--- config.mk ---
export PLATFORM = sky130hd
export DESIGN_NAME = timer0_counter_prescaler
export DESIGN_NICKNAME = d
export VERILOG_FILES = /design/src/include/timer0_pkg.sv /design/src/logic/timer0_counter_prescaler.sv /design/src/logic/prescaler_unit.sv
export VERILOG_INCLUDE_DIRS = /design/src /design/src/include
export SDC_FILE = /design/constraint.sdc
export NUM_CORES = 1
export LEC_CHECK = 0
export BUFFER_PORTS_ARGS = -buffer_cell sky130_fd_sc_hd__buf_2
export CORE_MARGIN = 4
export CORE_UTILIZATION = 35
export DETAILED_ROUTE_END_ITERATION = 8
export GPL_TIMING_DRIVEN = 1
export SLEW_MARGIN = 20
export SYNTH_ARGS = -nofsm -noshare
export SYNTH_HDL_FRONTEND = slang
export SYNTH_SLANG_ARGS = --single-unit
--- constraint.sdc ---
create_clock -name clock -period 3.1 [get_ports clock]
set_input_delay 0.155 -clock clock [delete_from_list [all_inputs] [get_ports clock]]
set_output_delay 0.155 -clock clock [all_outputs]
set_load 0.005 [all_outputs]
--- src/include/timer0_cfg.svh ---
// Contract
// - Counter is 8-bit, read/write, wraps
// - Select clear: count every instruction cycle
// - Counter write blocks increments for the next two cycles
// - Select set: count external pin edges
// - Polarity clear rising, set falling edge
// - Prescaler shared: assign clear means counter
// - Prescaler 8-bit, ratio chosen by software
// - Prescaler count hidden from software
// - Counter ratios powers of two, 2..256
// - Wrap FFh to 00h sets overflow flag
// - Request raised only while enable set
// - Counter stops during sleep
`ifndef TIMER0_CFG_SVH
`define TIMER0_CFG_SVH

// ----------------------------------------
// Register byte offsets
// ----------------------------------------
`define OFS_COUNT_VALUE 8'h00
`define OFS_OPTION 8'h04
`define OFS_IRQ_CONTROL 8'h08
`define OFS_IRQ_MASK 8'h0c

// ----------------------------------------
// Field positions
// ----------------------------------------
`define BIT_CLOCK_SOURCE_SELECT 5
`define BIT_COUNT_EDGE_POLARITY 4
`define BIT_PRESCALER_ASSIGN 3
`define BIT_RATIO_HI 2
`define BIT_RATIO_LO 0
`define BIT_OVERFLOW_IRQ_ENABLE 5
`define BIT_OVERFLOW_FLAG 2

// ----------------------------------------
// Reset values and timing
// ----------------------------------------
`define RST_COUNT_VALUE 8'h00
`define RST_OPTION 8'hff
`define RST_IRQ_CONTROL 8'h00
`define RST_IRQ_MASK 8'h04
`define WRITE_INHIBIT_CYCLES 2'h2

`endif

--- src/include/timer0_pkg.sv ---
package timer0_pkg;

  // Clock source of the counter
  typedef enum logic {src_instr, src_pin} clk_src_t;

  // Prescaler state
  typedef struct packed {
    logic [7:0] cnt;
  } presc_state_t;

  // Timer state
  typedef struct packed {
    logic [7:0] count;
    logic [1:0] inhibit;
    clk_src_t src;
    logic edge_pol;
    logic presc_assign;
    logic [2:0] ratio;
    logic ovf_en;
    logic ovf_flag;
    logic ovf_mask;
    logic pin_s1;
    logic pin_s2;
    logic pin_s3;
    logic [31:0] rdata;
    logic slverr;
  } timer_state_t;

endpackage : timer0_pkg

--- src/logic/timer0_counter_prescaler.sv ---
`timescale 1ns/1ps
`include "timer0_cfg.svh"
module timer0_counter_prescaler (
  // Clock and reset
  input logic clock,
  input logic rst_n,
  // APB slave
  input logic psel,
  input logic penable,
  input logic pwrite,
  input logic [7:0] paddr,
  input logic [31:0] pwdata,
  output logic [31:0] prdata,
  output logic pready,
  output logic pslverr,
  // External count input
  input logic ext_count_pin,
  // Processor sleep level
  input logic sleep,
  // Watchdog side of the shared prescaler
  input logic watchdog_tick,
  output logic watchdog_scaled_tick,
  // Interrupt
  output logic irq
);
  import timer0_pkg::*;

  // ----------------------------------------
  // Helpers
  // ----------------------------------------

  // Low-bit mask of width w, for w of 0..8
  function automatic logic [7:0] low_mask(input logic [3:0] w);
    logic [8:0] m;
    m = 9'h000;
    m = (9'h001 << w) - 9'h001;
    return m[7:0];
  endfunction : low_mask

  // True when the address names a mapped register
  function automatic logic addr_hit(input logic [7:0] a, input logic [7:0] ofs);
    return a == ofs;
  endfunction : addr_hit

  // Option byte into its fields; shared by reset and by software writes
  function automatic timer_state_t take_option(input timer_state_t st, input logic [7:0] v);
    timer_state_t t;
    t = st;
    t.src = v[`BIT_CLOCK_SOURCE_SELECT] ? src_pin : src_instr;
    t.edge_pol = v[`BIT_COUNT_EDGE_POLARITY];
    t.presc_assign = v[`BIT_PRESCALER_ASSIGN];
    t.ratio = v[`BIT_RATIO_HI:`BIT_RATIO_LO];
    return t;
  endfunction : take_option

  // Option byte as software reads it; bits 7:6 have no storage and read one
  function automatic logic [7:0] option_image(input timer_state_t st);
    logic [7:0] v;
    v = 8'hc0;
    v[`BIT_CLOCK_SOURCE_SELECT] = (st.src == src_pin);
    v[`BIT_COUNT_EDGE_POLARITY] = st.edge_pol;
    v[`BIT_PRESCALER_ASSIGN] = st.presc_assign;
    v[`BIT_RATIO_HI:`BIT_RATIO_LO] = st.ratio;
    return v;
  endfunction : option_image

  // Interrupt control byte: enable and sticky flag, all else reads zero
  function automatic logic [7:0] irq_image(input timer_state_t st);
    logic [7:0] v;
    v = 8'h00;
    v[`BIT_OVERFLOW_IRQ_ENABLE] = st.ovf_en;
    v[`BIT_OVERFLOW_FLAG] = st.ovf_flag;
    return v;
  endfunction : irq_image

  // Mask byte: one gate bit at the flag's position
  function automatic logic [7:0] mask_image(input timer_state_t st);
    logic [7:0] v;
    v = 8'h00;
    v[`BIT_OVERFLOW_FLAG] = st.ovf_mask;
    return v;
  endfunction : mask_image

  // Reset state built from the reset constants, so one table sets both
  function automatic timer_state_t reset_image();
    timer_state_t t;
    logic [7:0] ctl;
    logic [7:0] msk;
    t = '0;
    ctl = `RST_IRQ_CONTROL;
    msk = `RST_IRQ_MASK;
    t.count = `RST_COUNT_VALUE;
    t = take_option(t, `RST_OPTION);
    t.ovf_en = ctl[`BIT_OVERFLOW_IRQ_ENABLE];
    t.ovf_flag = ctl[`BIT_OVERFLOW_FLAG];
    t.ovf_mask = msk[`BIT_OVERFLOW_FLAG];
    return t;
  endfunction : reset_image

  // ----------------------------------------
  // State and wires
  // ----------------------------------------
  timer_state_t s_q;
  timer_state_t s_d;

  logic setup_phase;
  logic wr_access;
  logic wr_count;
  logic wr_option;
  logic wr_irq_ctl;
  logic wr_irq_mask;
  logic mapped;
  logic pin_edge;
  logic src_tick;
  logic presc_in;
  logic presc_out;
  logic presc_clear;
  logic [7:0] presc_mask;
  logic count_tick;
  logic do_inc;
  logic wrap;
  logic [31:0] read_mux;

  // ----------------------------------------
  // Bus decode
  // ----------------------------------------

  // Zero wait states: access always completes in one cycle
  assign pready = 1'b1;
  assign setup_phase = psel && !penable;
  assign wr_access = psel && penable && pwrite;
  assign mapped = addr_hit(paddr, `OFS_COUNT_VALUE) || addr_hit(paddr, `OFS_OPTION)
    || addr_hit(paddr, `OFS_IRQ_CONTROL) || addr_hit(paddr, `OFS_IRQ_MASK);
  assign wr_count = wr_access && addr_hit(paddr, `OFS_COUNT_VALUE);
  assign wr_option = wr_access && addr_hit(paddr, `OFS_OPTION);
  assign wr_irq_ctl = wr_access && addr_hit(paddr, `OFS_IRQ_CONTROL);
  assign wr_irq_mask = wr_access && addr_hit(paddr, `OFS_IRQ_MASK);

  // Read data, upper bits zero
  // Latched in the setup cycle, so a tick in the access cycle
  // cannot tear the value that software sees
  always_comb
  begin
    read_mux = 32'h0000_0000;
    if (addr_hit(paddr, `OFS_COUNT_VALUE))
    begin
      read_mux[7:0] = s_q.count;
    end
    else if (addr_hit(paddr, `OFS_OPTION))
    begin
      read_mux[7:0] = option_image(s_q);
    end
    else if (addr_hit(paddr, `OFS_IRQ_CONTROL))
    begin
      read_mux[7:0] = irq_image(s_q);
    end
    else if (addr_hit(paddr, `OFS_IRQ_MASK))
    begin
      read_mux[7:0] = mask_image(s_q);
    end
  end

  // ----------------------------------------
  // Count source
  // ----------------------------------------

  // Edge seen on synchronised samples only; the raw pin may be metastable
  // Cost: three cycles from a pin change to the count update
  assign pin_edge = s_q.edge_pol ? (s_q.pin_s3 && !s_q.pin_s2)
                                 : (!s_q.pin_s3 && s_q.pin_s2);

  // Timer mode ticks every instruction cycle, counter mode on pin edges
  assign src_tick = (s_q.src == src_pin) ? pin_edge : 1'b1;

  // ----------------------------------------
  // Shared prescaler routing
  // ----------------------------------------

  // Assignment bit steers the one prescaler between counter and watchdog
  assign presc_in = s_q.presc_assign ? watchdog_tick : (src_tick && !sleep);
  assign count_tick = s_q.presc_assign ? src_tick : presc_out;
  assign watchdog_scaled_tick = s_q.presc_assign ? presc_out : watchdog_tick;

  // Counter side divides by 2^(n+1), watchdog side by 2^n
  assign presc_mask = s_q.presc_assign ? low_mask({1'b0, s_q.ratio})
                                       : low_mask({1'b0, s_q.ratio} + 4'h1);

  // A counter write restarts the prescaler so the new value gets a full period
  // Limitation: while the watchdog owns it, a write leaves its phase alone,
  // so the first scaled watchdog tick may come early
  assign presc_clear = wr_count && !s_q.presc_assign;

  prescaler_unit u_prescaler (
    .clock(clock),
    .rst_n(rst_n),
    .clear(presc_clear),
    .mask(presc_mask),
    .tick_in(presc_in),
    .tick_out(presc_out)
  );

  // ----------------------------------------
  // Increment and overflow
  // ----------------------------------------

  // Frozen in sleep and during the post-write hold-off
  // Ticks in the hold-off are dropped, not deferred; software
  // compensates by writing an adjusted value
  assign do_inc = count_tick && !sleep && (s_q.inhibit == 2'h0);
  // Pre-increment value, so flag and 00h appear on the same edge
  assign wrap = do_inc && (s_q.count == 8'hff);

  // Level request, gated by enable and mask
  // Either gate alone masks it; the flag itself stays sticky
  assign irq = s_q.ovf_flag && s_q.ovf_en && s_q.ovf_mask;

  // ----------------------------------------
  // Next state
  // ----------------------------------------
  always_comb
  begin
    s_d = s_q;

    // Two-stage synchroniser, then a history stage for edge detection
    s_d.pin_s1 = ext_count_pin;
    s_d.pin_s2 = s_q.pin_s1;
    s_d.pin_s3 = s_q.pin_s2;

    // Counter, with write taking priority over increment
    // A new write restarts the hold-off rather than letting it run down
    if (wr_count)
    begin
      s_d.count = pwdata[7:0];
      s_d.inhibit = `WRITE_INHIBIT_CYCLES;
    end
    else
    begin
      if (s_q.inhibit != 2'h0)
      begin
        s_d.inhibit = s_q.inhibit - 2'h1;
      end
      if (do_inc)
      begin
        s_d.count = s_q.count + 8'h01;
      end
    end

    // Option register
    if (wr_option)
    begin
      s_d = take_option(s_d, pwdata[7:0]);
    end

    // Interrupt control: enable is plain, flag is write-one-to-clear
    if (wr_irq_ctl)
    begin
      s_d.ovf_en = pwdata[`BIT_OVERFLOW_IRQ_ENABLE];
      if (pwdata[`BIT_OVERFLOW_FLAG])
      begin
        s_d.ovf_flag = 1'b0;
      end
    end
    if (wr_irq_mask)
    begin
      s_d.ovf_mask = pwdata[`BIT_OVERFLOW_FLAG];
    end

    // Set wins over a clear in the same cycle, so no wrap is lost
    if (wrap)
    begin
      s_d.ovf_flag = 1'b1;
    end

    // Read data and error captured in setup, presented in access
    // Unmapped addresses read zero and raise the error response
    if (setup_phase)
    begin
      s_d.rdata = read_mux;
      s_d.slverr = !mapped;
    end
  end

  assign prdata = s_q.rdata;
  assign pslverr = s_q.slverr;

  // ----------------------------------------
  // State register
  // ----------------------------------------
  // Synchronous reset loads one constant image of the whole state
  always_ff @(posedge clock)
  begin
    if (!rst_n)
    begin
      s_q <= reset_image();
    end
    else
    begin
      s_q <= s_d;
    end
  end

endmodule : timer0_counter_prescaler

--- src/logic/prescaler_unit.sv ---
`timescale 1ns/1ps
module prescaler_unit (
  // Clock and reset
  input logic clock,
  input logic rst_n,
  // Control
  input logic clear,
  input logic [7:0] mask,
  // Ticks
  input logic tick_in,
  output logic tick_out
);
  import timer0_pkg::*;

  presc_state_t s_q;
  presc_state_t s_d;

  // Output fires on the tick that completes a full group of counts
  assign tick_out = tick_in && ((s_q.cnt & mask) == mask);

  // ----------------------------------------
  // Next state
  // ----------------------------------------
  // Internal count has no bus path at all
  always_comb
  begin
    s_d = s_q;
    if (clear)
    begin
      s_d.cnt = 8'h00;
    end
    else if (tick_in)
    begin
      s_d.cnt = s_q.cnt + 8'h01;
    end
  end

  // State register
  always_ff @(posedge clock)
  begin
    if (!rst_n)
    begin
      s_q <= '0;
    end
    else
    begin
      s_q <= s_d;
    end
  end

endmodule : prescaler_unit

# Word level (Yosys, flattened, before mapping)
# Index checks and enable logic that the tools add are counted.
classes:
  add_sub_neg: 6
  shifts: 2
  n_mux: 19
  bitwise: 2
  n_eq_ne: 5
  reduce_logical: 30
ops:
  columns: ["op", "count"]
  rows:
  - ["8-bit 2-to-1 mux", 4]
  - ["1-bit logical AND", 17]
  - ["8-bit by 1-bit adder with 8-bit output, second input constant", 2]
  - ["8-bit by 4-bit == test with 1-bit output, second input constant", 2]
  - ["8-bit by 1-bit subtractor with 8-bit output, second input constant", 2]
  - ["10-bit 2-to-1 mux", 1]
  - ["1-bit 2-to-1 mux", 9]
  - ["9-bit 2-to-1 mux", 1]
  - ["8-bit AND", 1]
  - ["8-bit by 3-bit == test with 1-bit output, second input constant", 1]
  - ["8-bit == test", 1]
  - ["8-bit == test, second input constant", 1]
  - ["8-bit zero test", 1]
  - ["1-bit by 3-bit left shift with 8-bit output, first input constant", 1]
  - ["1-bit by 4-bit left shift with 8-bit output, first input constant", 1]
  - ["1-bit zero test", 6]
  - ["6-bit 2-to-1 mux", 1]
  - ["3-bit by 1-bit adder with 4-bit output, second input constant", 1]
  - ["2-bit 2-to-1 mux", 2]
  - ["1-bit logical OR", 3]
  - ["3-bit 2-to-1 mux", 1]
  - ["2-bit zero test", 1]
  - ["2-bit nonzero test", 1]
  - ["2-bit OR reduction", 1]
  - ["other kinds (2)", 2]
word_totals:
  in_bits: 48
  ff_bits: 39
  output_inout_bits: 36

# Longest topological paths before layout
depth:
  word_depth: 12
  depth_mapped: 13
  depth_no_buf: 11

# Cells and area by module
# Synthesis repeated with hierarchy kept, for this count alone.
hier_totals:
  hier_cells: 311
  hier_area_um2: 2531.2
modules_own_cells:
  columns: ["mod", "seq_area_each_um2", "n_inst", "area_each_um2", "cells_per_inst"]
  rows:
  - ["timer0_counter_prescaler", 620.6, 1, 2108.3, 261]
  - ["prescaler_unit", 160.2, 1, 422.9, 50]

# Worst setup path before layout
# Ideal clock, no wire load.
synth_timing:
  path_type: "register to register"
  from: "register s_q[39] in the netlist's numbering"
  to: "register s_q[48] in the netlist's numbering"
  setup_time_ps: 119
  arrival_ps: 2539
  synth_period_minus_slack_ps: 2658
  setup_slack_ps: 442
  n_path_buf: 1
  path_stages_with_launch: 13
  path_cell_list: "dfxtp_1 ha_1 and2b_1 o22a_1 or2_2 ha_1 nor3b_1 xnor2_1 o22ai_2 nor3_2 buf_6 mux2i_1 a21oi_1"
synth_via:
  elab_chain_cells: 12
  elab_cells_between_ends: 14
synth_rtl:
  columns: ["item", "line_no", "text"]
  rows:
  - ["start, declared", "timer0_counter_prescaler.sv:103", "timer_state_t s_q;"]
  - ["start signal, assigned", "timer0_counter_prescaler.sv:294", "s_q <= reset_image();"]
  - ["3-bit by 1-bit adder with 4-bit output", "timer0_counter_prescaler.sv:186", ": low_mask({1'b0, s_q.ratio} + 4'h1);"]
  - ["1-bit by 4-bit left shift with 8-bit output", "timer0_counter_prescaler.sv:36", "m = (9'h001 << w) - 9'h001;"]
  - ["8-bit by 1-bit subtractor with 8-bit output", "timer0_counter_prescaler.sv:36", null]
  - ["8-bit 2-to-1 mux *", "timer0_counter_prescaler.sv:185", "assign presc_mask = s_q.presc_assign ? low_mask({1'b0, s_q.ratio})"]
  - ["8-bit AND", "prescaler_unit.sv:19", "assign tick_out = tick_in && ((s_q.cnt & mask) == mask);"]
  - ["8-bit == test *", "prescaler_unit.sv:19", null]
  - ["1-bit logical AND *", "prescaler_unit.sv:19", null]
  - ["1-bit 2-to-1 mux *", "timer0_counter_prescaler.sv:181", "assign count_tick = s_q.presc_assign ? src_tick : presc_out;"]
  - ["1-bit logical AND * (2 in a row)", "timer0_counter_prescaler.sv:209", "assign do_inc = count_tick && !sleep && (s_q.inhibit == 2'h0);"]
  - ["8-bit 2-to-1 mux *", "timer0_counter_prescaler.sv:242", "if (do_inc)"]
  - ["10-bit 2-to-1 mux *", "timer0_counter_prescaler.sv:231", "if (wr_count)"]
# Mark *: on every way between the ends. The rest lies on a longest branch, timed or not.
# A chain may end at the register's enable or synchronous reset.

# Worst setup path after layout
layout_timing:
  from: "register s_q[39] in the netlist's numbering"
  to: "output port watchdog_scaled_tick"
layout_via:
  elab_chain_cells: 8
  elab_cells_between_ends: 10
layout_rtl:
  columns: ["item", "line_no", "text"]
  rows:
  - ["3-bit by 1-bit adder with 4-bit output", "timer0_counter_prescaler.sv:186", null]
  - ["1-bit by 4-bit left shift with 8-bit output", "timer0_counter_prescaler.sv:36", null]
  - ["8-bit by 1-bit subtractor with 8-bit output", "timer0_counter_prescaler.sv:36", null]
  - ["8-bit 2-to-1 mux *", "timer0_counter_prescaler.sv:185", null]
  - ["8-bit AND", "prescaler_unit.sv:19", null]
  - ["8-bit == test *", "prescaler_unit.sv:19", null]
  - ["1-bit logical AND *", "prescaler_unit.sv:19", null]
  - ["1-bit 2-to-1 mux *", "timer0_counter_prescaler.sv:182", "assign watchdog_scaled_tick = s_q.presc_assign ? presc_out : watchdog_tick;"]
  - ["end, declared", "timer0_counter_prescaler.sv:22", "output logic watchdog_scaled_tick,"]
# Marked as above.

==> qor.json <==
{
  "mean_cell_area_of_the_mapped_netlist_um2": 8.30,
  "critPathMaxStageDelay_ns": 0.32,
  "grt_max_degree": 38,
  "peakVddDrop_v": 0.000130,
  "setup_total_negative_slack_ns": 0,
  "worst_slew_margin_rel": 0.622,
  "finClkSkew_ns": 0.0136,
  "synthDominantCellAreaShare": 0.310,
  "cts-buffers-inserted": 5,
  "ys.flop_type": "dfxtp_1",
  "post_synth_inst_count": 303,
  "synth_seq_cells": 39,
  "via_count": 2119,
  "dr.pass1.iters": 7,
  "total_leakage_power_nw": 1.13,
  "slew_violations": 0,
  "remaining_drc_errors": 0,
  "crit_path_cell_trace": "ha_2 -> and2b_1 -> o22a_1 -> or2_2 -> ha_1 -> nor3b_1 -> xnor2_1 -> nand3b_1 -> nand4_1 -> a21boi_0 -> buf_2",
  "final.setup.worst_slack_ns": 0.239,
  "routed_wl_um": 5500,
  "synth_seq_area_share": 0.310,
  "start_kind": "flip-flop",
  "layout-area-overhead-vs-synth_pct": 8.01,
  "groute.usage.overall": 0.132,
  "antenna_violation_net_count_after_detailed_routing": 0,
  "transition_time_at_the_pin_with_the_least_slew_margin_ns": 0.566,
  "grt_antenna_before_repair": 0,
  "cts_setup_buffers": 0,
  "unrepaired_setup_endpoints_after_global_routing": "false",
  "crit_fanout": 7,
  "netlist_top_cells_area": "dfxtp_1, buf_4, nand3_1",
  "first_global_vias": 1971,
  "placed_cell_area_um2": 2600,
  "worstPathArrival_ns": 2.71,
  "pwr_density_cell_nw_per_um2": 383,
  "fin_nets": 377,
  "fill_cells": 726,
  "drt-vias-per-instance": 5.02,
  "detailedRoute.firstIterationViolations": 107,
  "crit_path_end_kind": "output pin",
  "clock_insertion_delay_worst_skew_ns": 0.29,
  "gr-total-overflow": 0,
  "design_area_um2": 2720,
  "timing.fmax_ghz": 0.349,
  "die_height_um": 92.8,
  "tritoncts": "yes",
  "number_of_synthesized_flops_with_an_enable_pin": 0,
  "grt_pass1_wl_um": 9340,
  "top_level_ports": 84,
  "final-setup-viol-count": 0,
  "yosysTopAreaCell": "dfxtp_1",
  "rows": 30,
  "timing.final.crit_share": 0.923,
  "dieArea_um2": 8610,
  "ys_warn_count": 0,
  "syn_area_um2": 2510,
  "floorplan.initialDensity": 0.366,
  "fp.coreArea_um2": 6870,
  "h-tree-depth": 2,
  "dp_hpwl_um": 4130,
  "antenna_cells_inserted": 0,
  "timing_worst_setup_path_type": "flip-flop to output pin",
  "clock-sinks": 39,
  "cts_root_buffer": "clkbuf_8",
  "max-cap-violations": 0,
  "min_period_ns": 2.86,
  "path_clk_slew_ns": 0.08,
  "ys_async_sr_fraction": 0,
  "hp-class": "input port to flip-flop",
  "max-clock-path-buffers": 2,
  "worst-endpoint-required_ns": 2.94,
  "die_width_um": 92.8,
  "synth_cell_types": 61,
  "wl_per_cell_um": 13.0,
  "io_buffer_count": 34,
  "final_hold_viol_count": 0,
  "status": "finished, final reports clean",
  "post_route_cells_drive_above_1_share": 0.212,
  "place_congestion": 0.822,
  "critical_path.slowest_cell": "dfxtp_1",
  "placement.setup.worst_slack_ns": 0.220
}
-- cells by family (layout without fill, tap and decap cells) --
group / Yosys count / count (layout) / share of synthesized area
buffers and inverters: 53 / 53 / 0.144
other: 2 / 25 / 0.00299
DFF: 39 / 39 / 0.310
muxes: 7 / 7 / 0.0343
adders and majority gates: 4 / 4 / 0.0199
and+or+nand+nor: 131 / 131 / 0.299
xor gates and xnor gates: 10 / 10 / 0.0348
AOI/OAI and AO/OA: 57 / 57 / 0.154
-- stage by stage --
| stage | std cells | hold slack (ns) | power [mW] | util |
|---|---|---|---|---|
| floorplan | 326 | 0.282 | 0.606 | - |
| global route | 422 | 0.0558 | 1.09 | 0.395 |
| detailed placement | 414 | 0.365 | 0.609 | 0.378 |
| global placement | 414 | 0.361 | 0.607 | 0.378 |
| finish | 422 | 0.0611 | 1.04 | 0.395 |
| CTS | 422 | 0.0473 | 1.06 | 0.395 |
-- sequential cells by signal, summed over array words and instances, names as in the netlist --
name / count
s_q: 22
prdata: 8
u_prescaler.s_q: 8
pslverr: 1
-- per-layer routing --
metal | wire (um) | part of all wire | global-route usage | vias up
li1 | - | - | - | 1063
met1 | 2620 | 0.48 | 0.178 | 962
met2 | 2360 | 0.43 | 0.204 | 87
met3 | 449 | 0.082 | 0.0292 | 7
met4 | 78 | 0.014 | 0.0476 | 0
met5 | 0 | 0 | 0 | -
-- path summary, 6_finish.rpt --
kind	slack (ns)	startpoint	end	cells past startpoint
min reg2reg	0.45	s_q[35]$_SDFF_PN0_	s_q[34]$_SDFF_PN0_	1
max	0.24	s_q[39]$_SDFFE_PN1P_	watchdog_scaled_tick	11
max reg2reg	0.31	s_q[39]$_SDFFE_PN1P_	s_q[48]$_SDFFE_PN0P_	12
min	0.06	ext_count_pin	s_q[35]$_SDFF_PN0_	2
-- where the power goes --
part	total, mW	switching, mW	internal [mW]
registers	0.518	0.00693	0.511
logic	0.0790	0.0459	0.0331
clock network	0.442	0.181	0.261
total	1.04	0.234	0.805
-- cells in the mapped netlist, drive strengths merged (2+ instances only) --
library cell,count
ha,4
a21oi,10
nor3,4
mux2i,6
o211ai,3
a31o,2
nor4b,3
o22ai,3
a21bo,2
clkbuf,9
dfxtp,39
and2,5
nor2b,5
conb,2
nor4,3
nand2b,3
a31oi,6
nand4,7
xnor2,6
a22oi,2
a221oi,5
nand2,24
nor3b,9
nor2,25
o21ai,17
buf,40
a21boi,3
and3,6
nand3b,7
nand3,19
or2,2
inv,4
xor2,4
and2b,4
-- cell usage in the layout (no fill, tap or decap), types with 3 or more instances in the layout --
cell      Yosys  routed
nand2b_1      3       3
o211ai_1      3       3
nor3b_1       7       7
clkbuf_8      0       6
nand4_1       7       7
nand3b_1      7       7
buf_2         2      34
and2_1        5       5
ha_1          4       3
a221oi_1      4       4
mux2i_1       5       5
xnor2_1       6       6
xor2_1        4       4
and3_1        6       6
a21oi_1       9       9
nand3_1      19      19
nor2_1       24      24
dfxtp_1      39      39
nor2b_1       5       5
inv_1         4       4
o21ai_1       3       3
nor3_1        3       3
conb_1        2      25
o21ai_0      13      13
buf_4        33       7
a31oi_1       6       6
nand2_1      23      23
-- critical path: cells and delay by family (launching register included) --
| family | cells | cell delay (ns) |
|---|---|---|
| DFF | 1 | 0.32 |
| buffers and inverters | 1 | 0.14 |
| AOI/OAI and AO/OA | 2 | 0.40 |
| xor gates and xnor gates | 1 | 0.22 |
| and+or+nand+nor | 5 | 0.88 |
| adders and majority gates | 2 | 0.46 |
-- final cells by class --
type	count	area (um2)	share of cell area
Multi-Input combinational cell	234	1460	0.538
Clock inverter	2	35.0	0.0129
Tap cell	96	120	0.0442
Clock buffer	6	82.6	0.0304
Timing Repair Buffer	41	223	0.0820
Inverter	4	15.0	0.00553
Sequential cell	39	781	0.287
-- what timing repair did --
item                                    CTS  global route
gates resized for setup                   0             1
endpoints found under the setup margin    0             1
hold buffers                              0             0
Note: power is estimated with default switching activity, not from simulation.
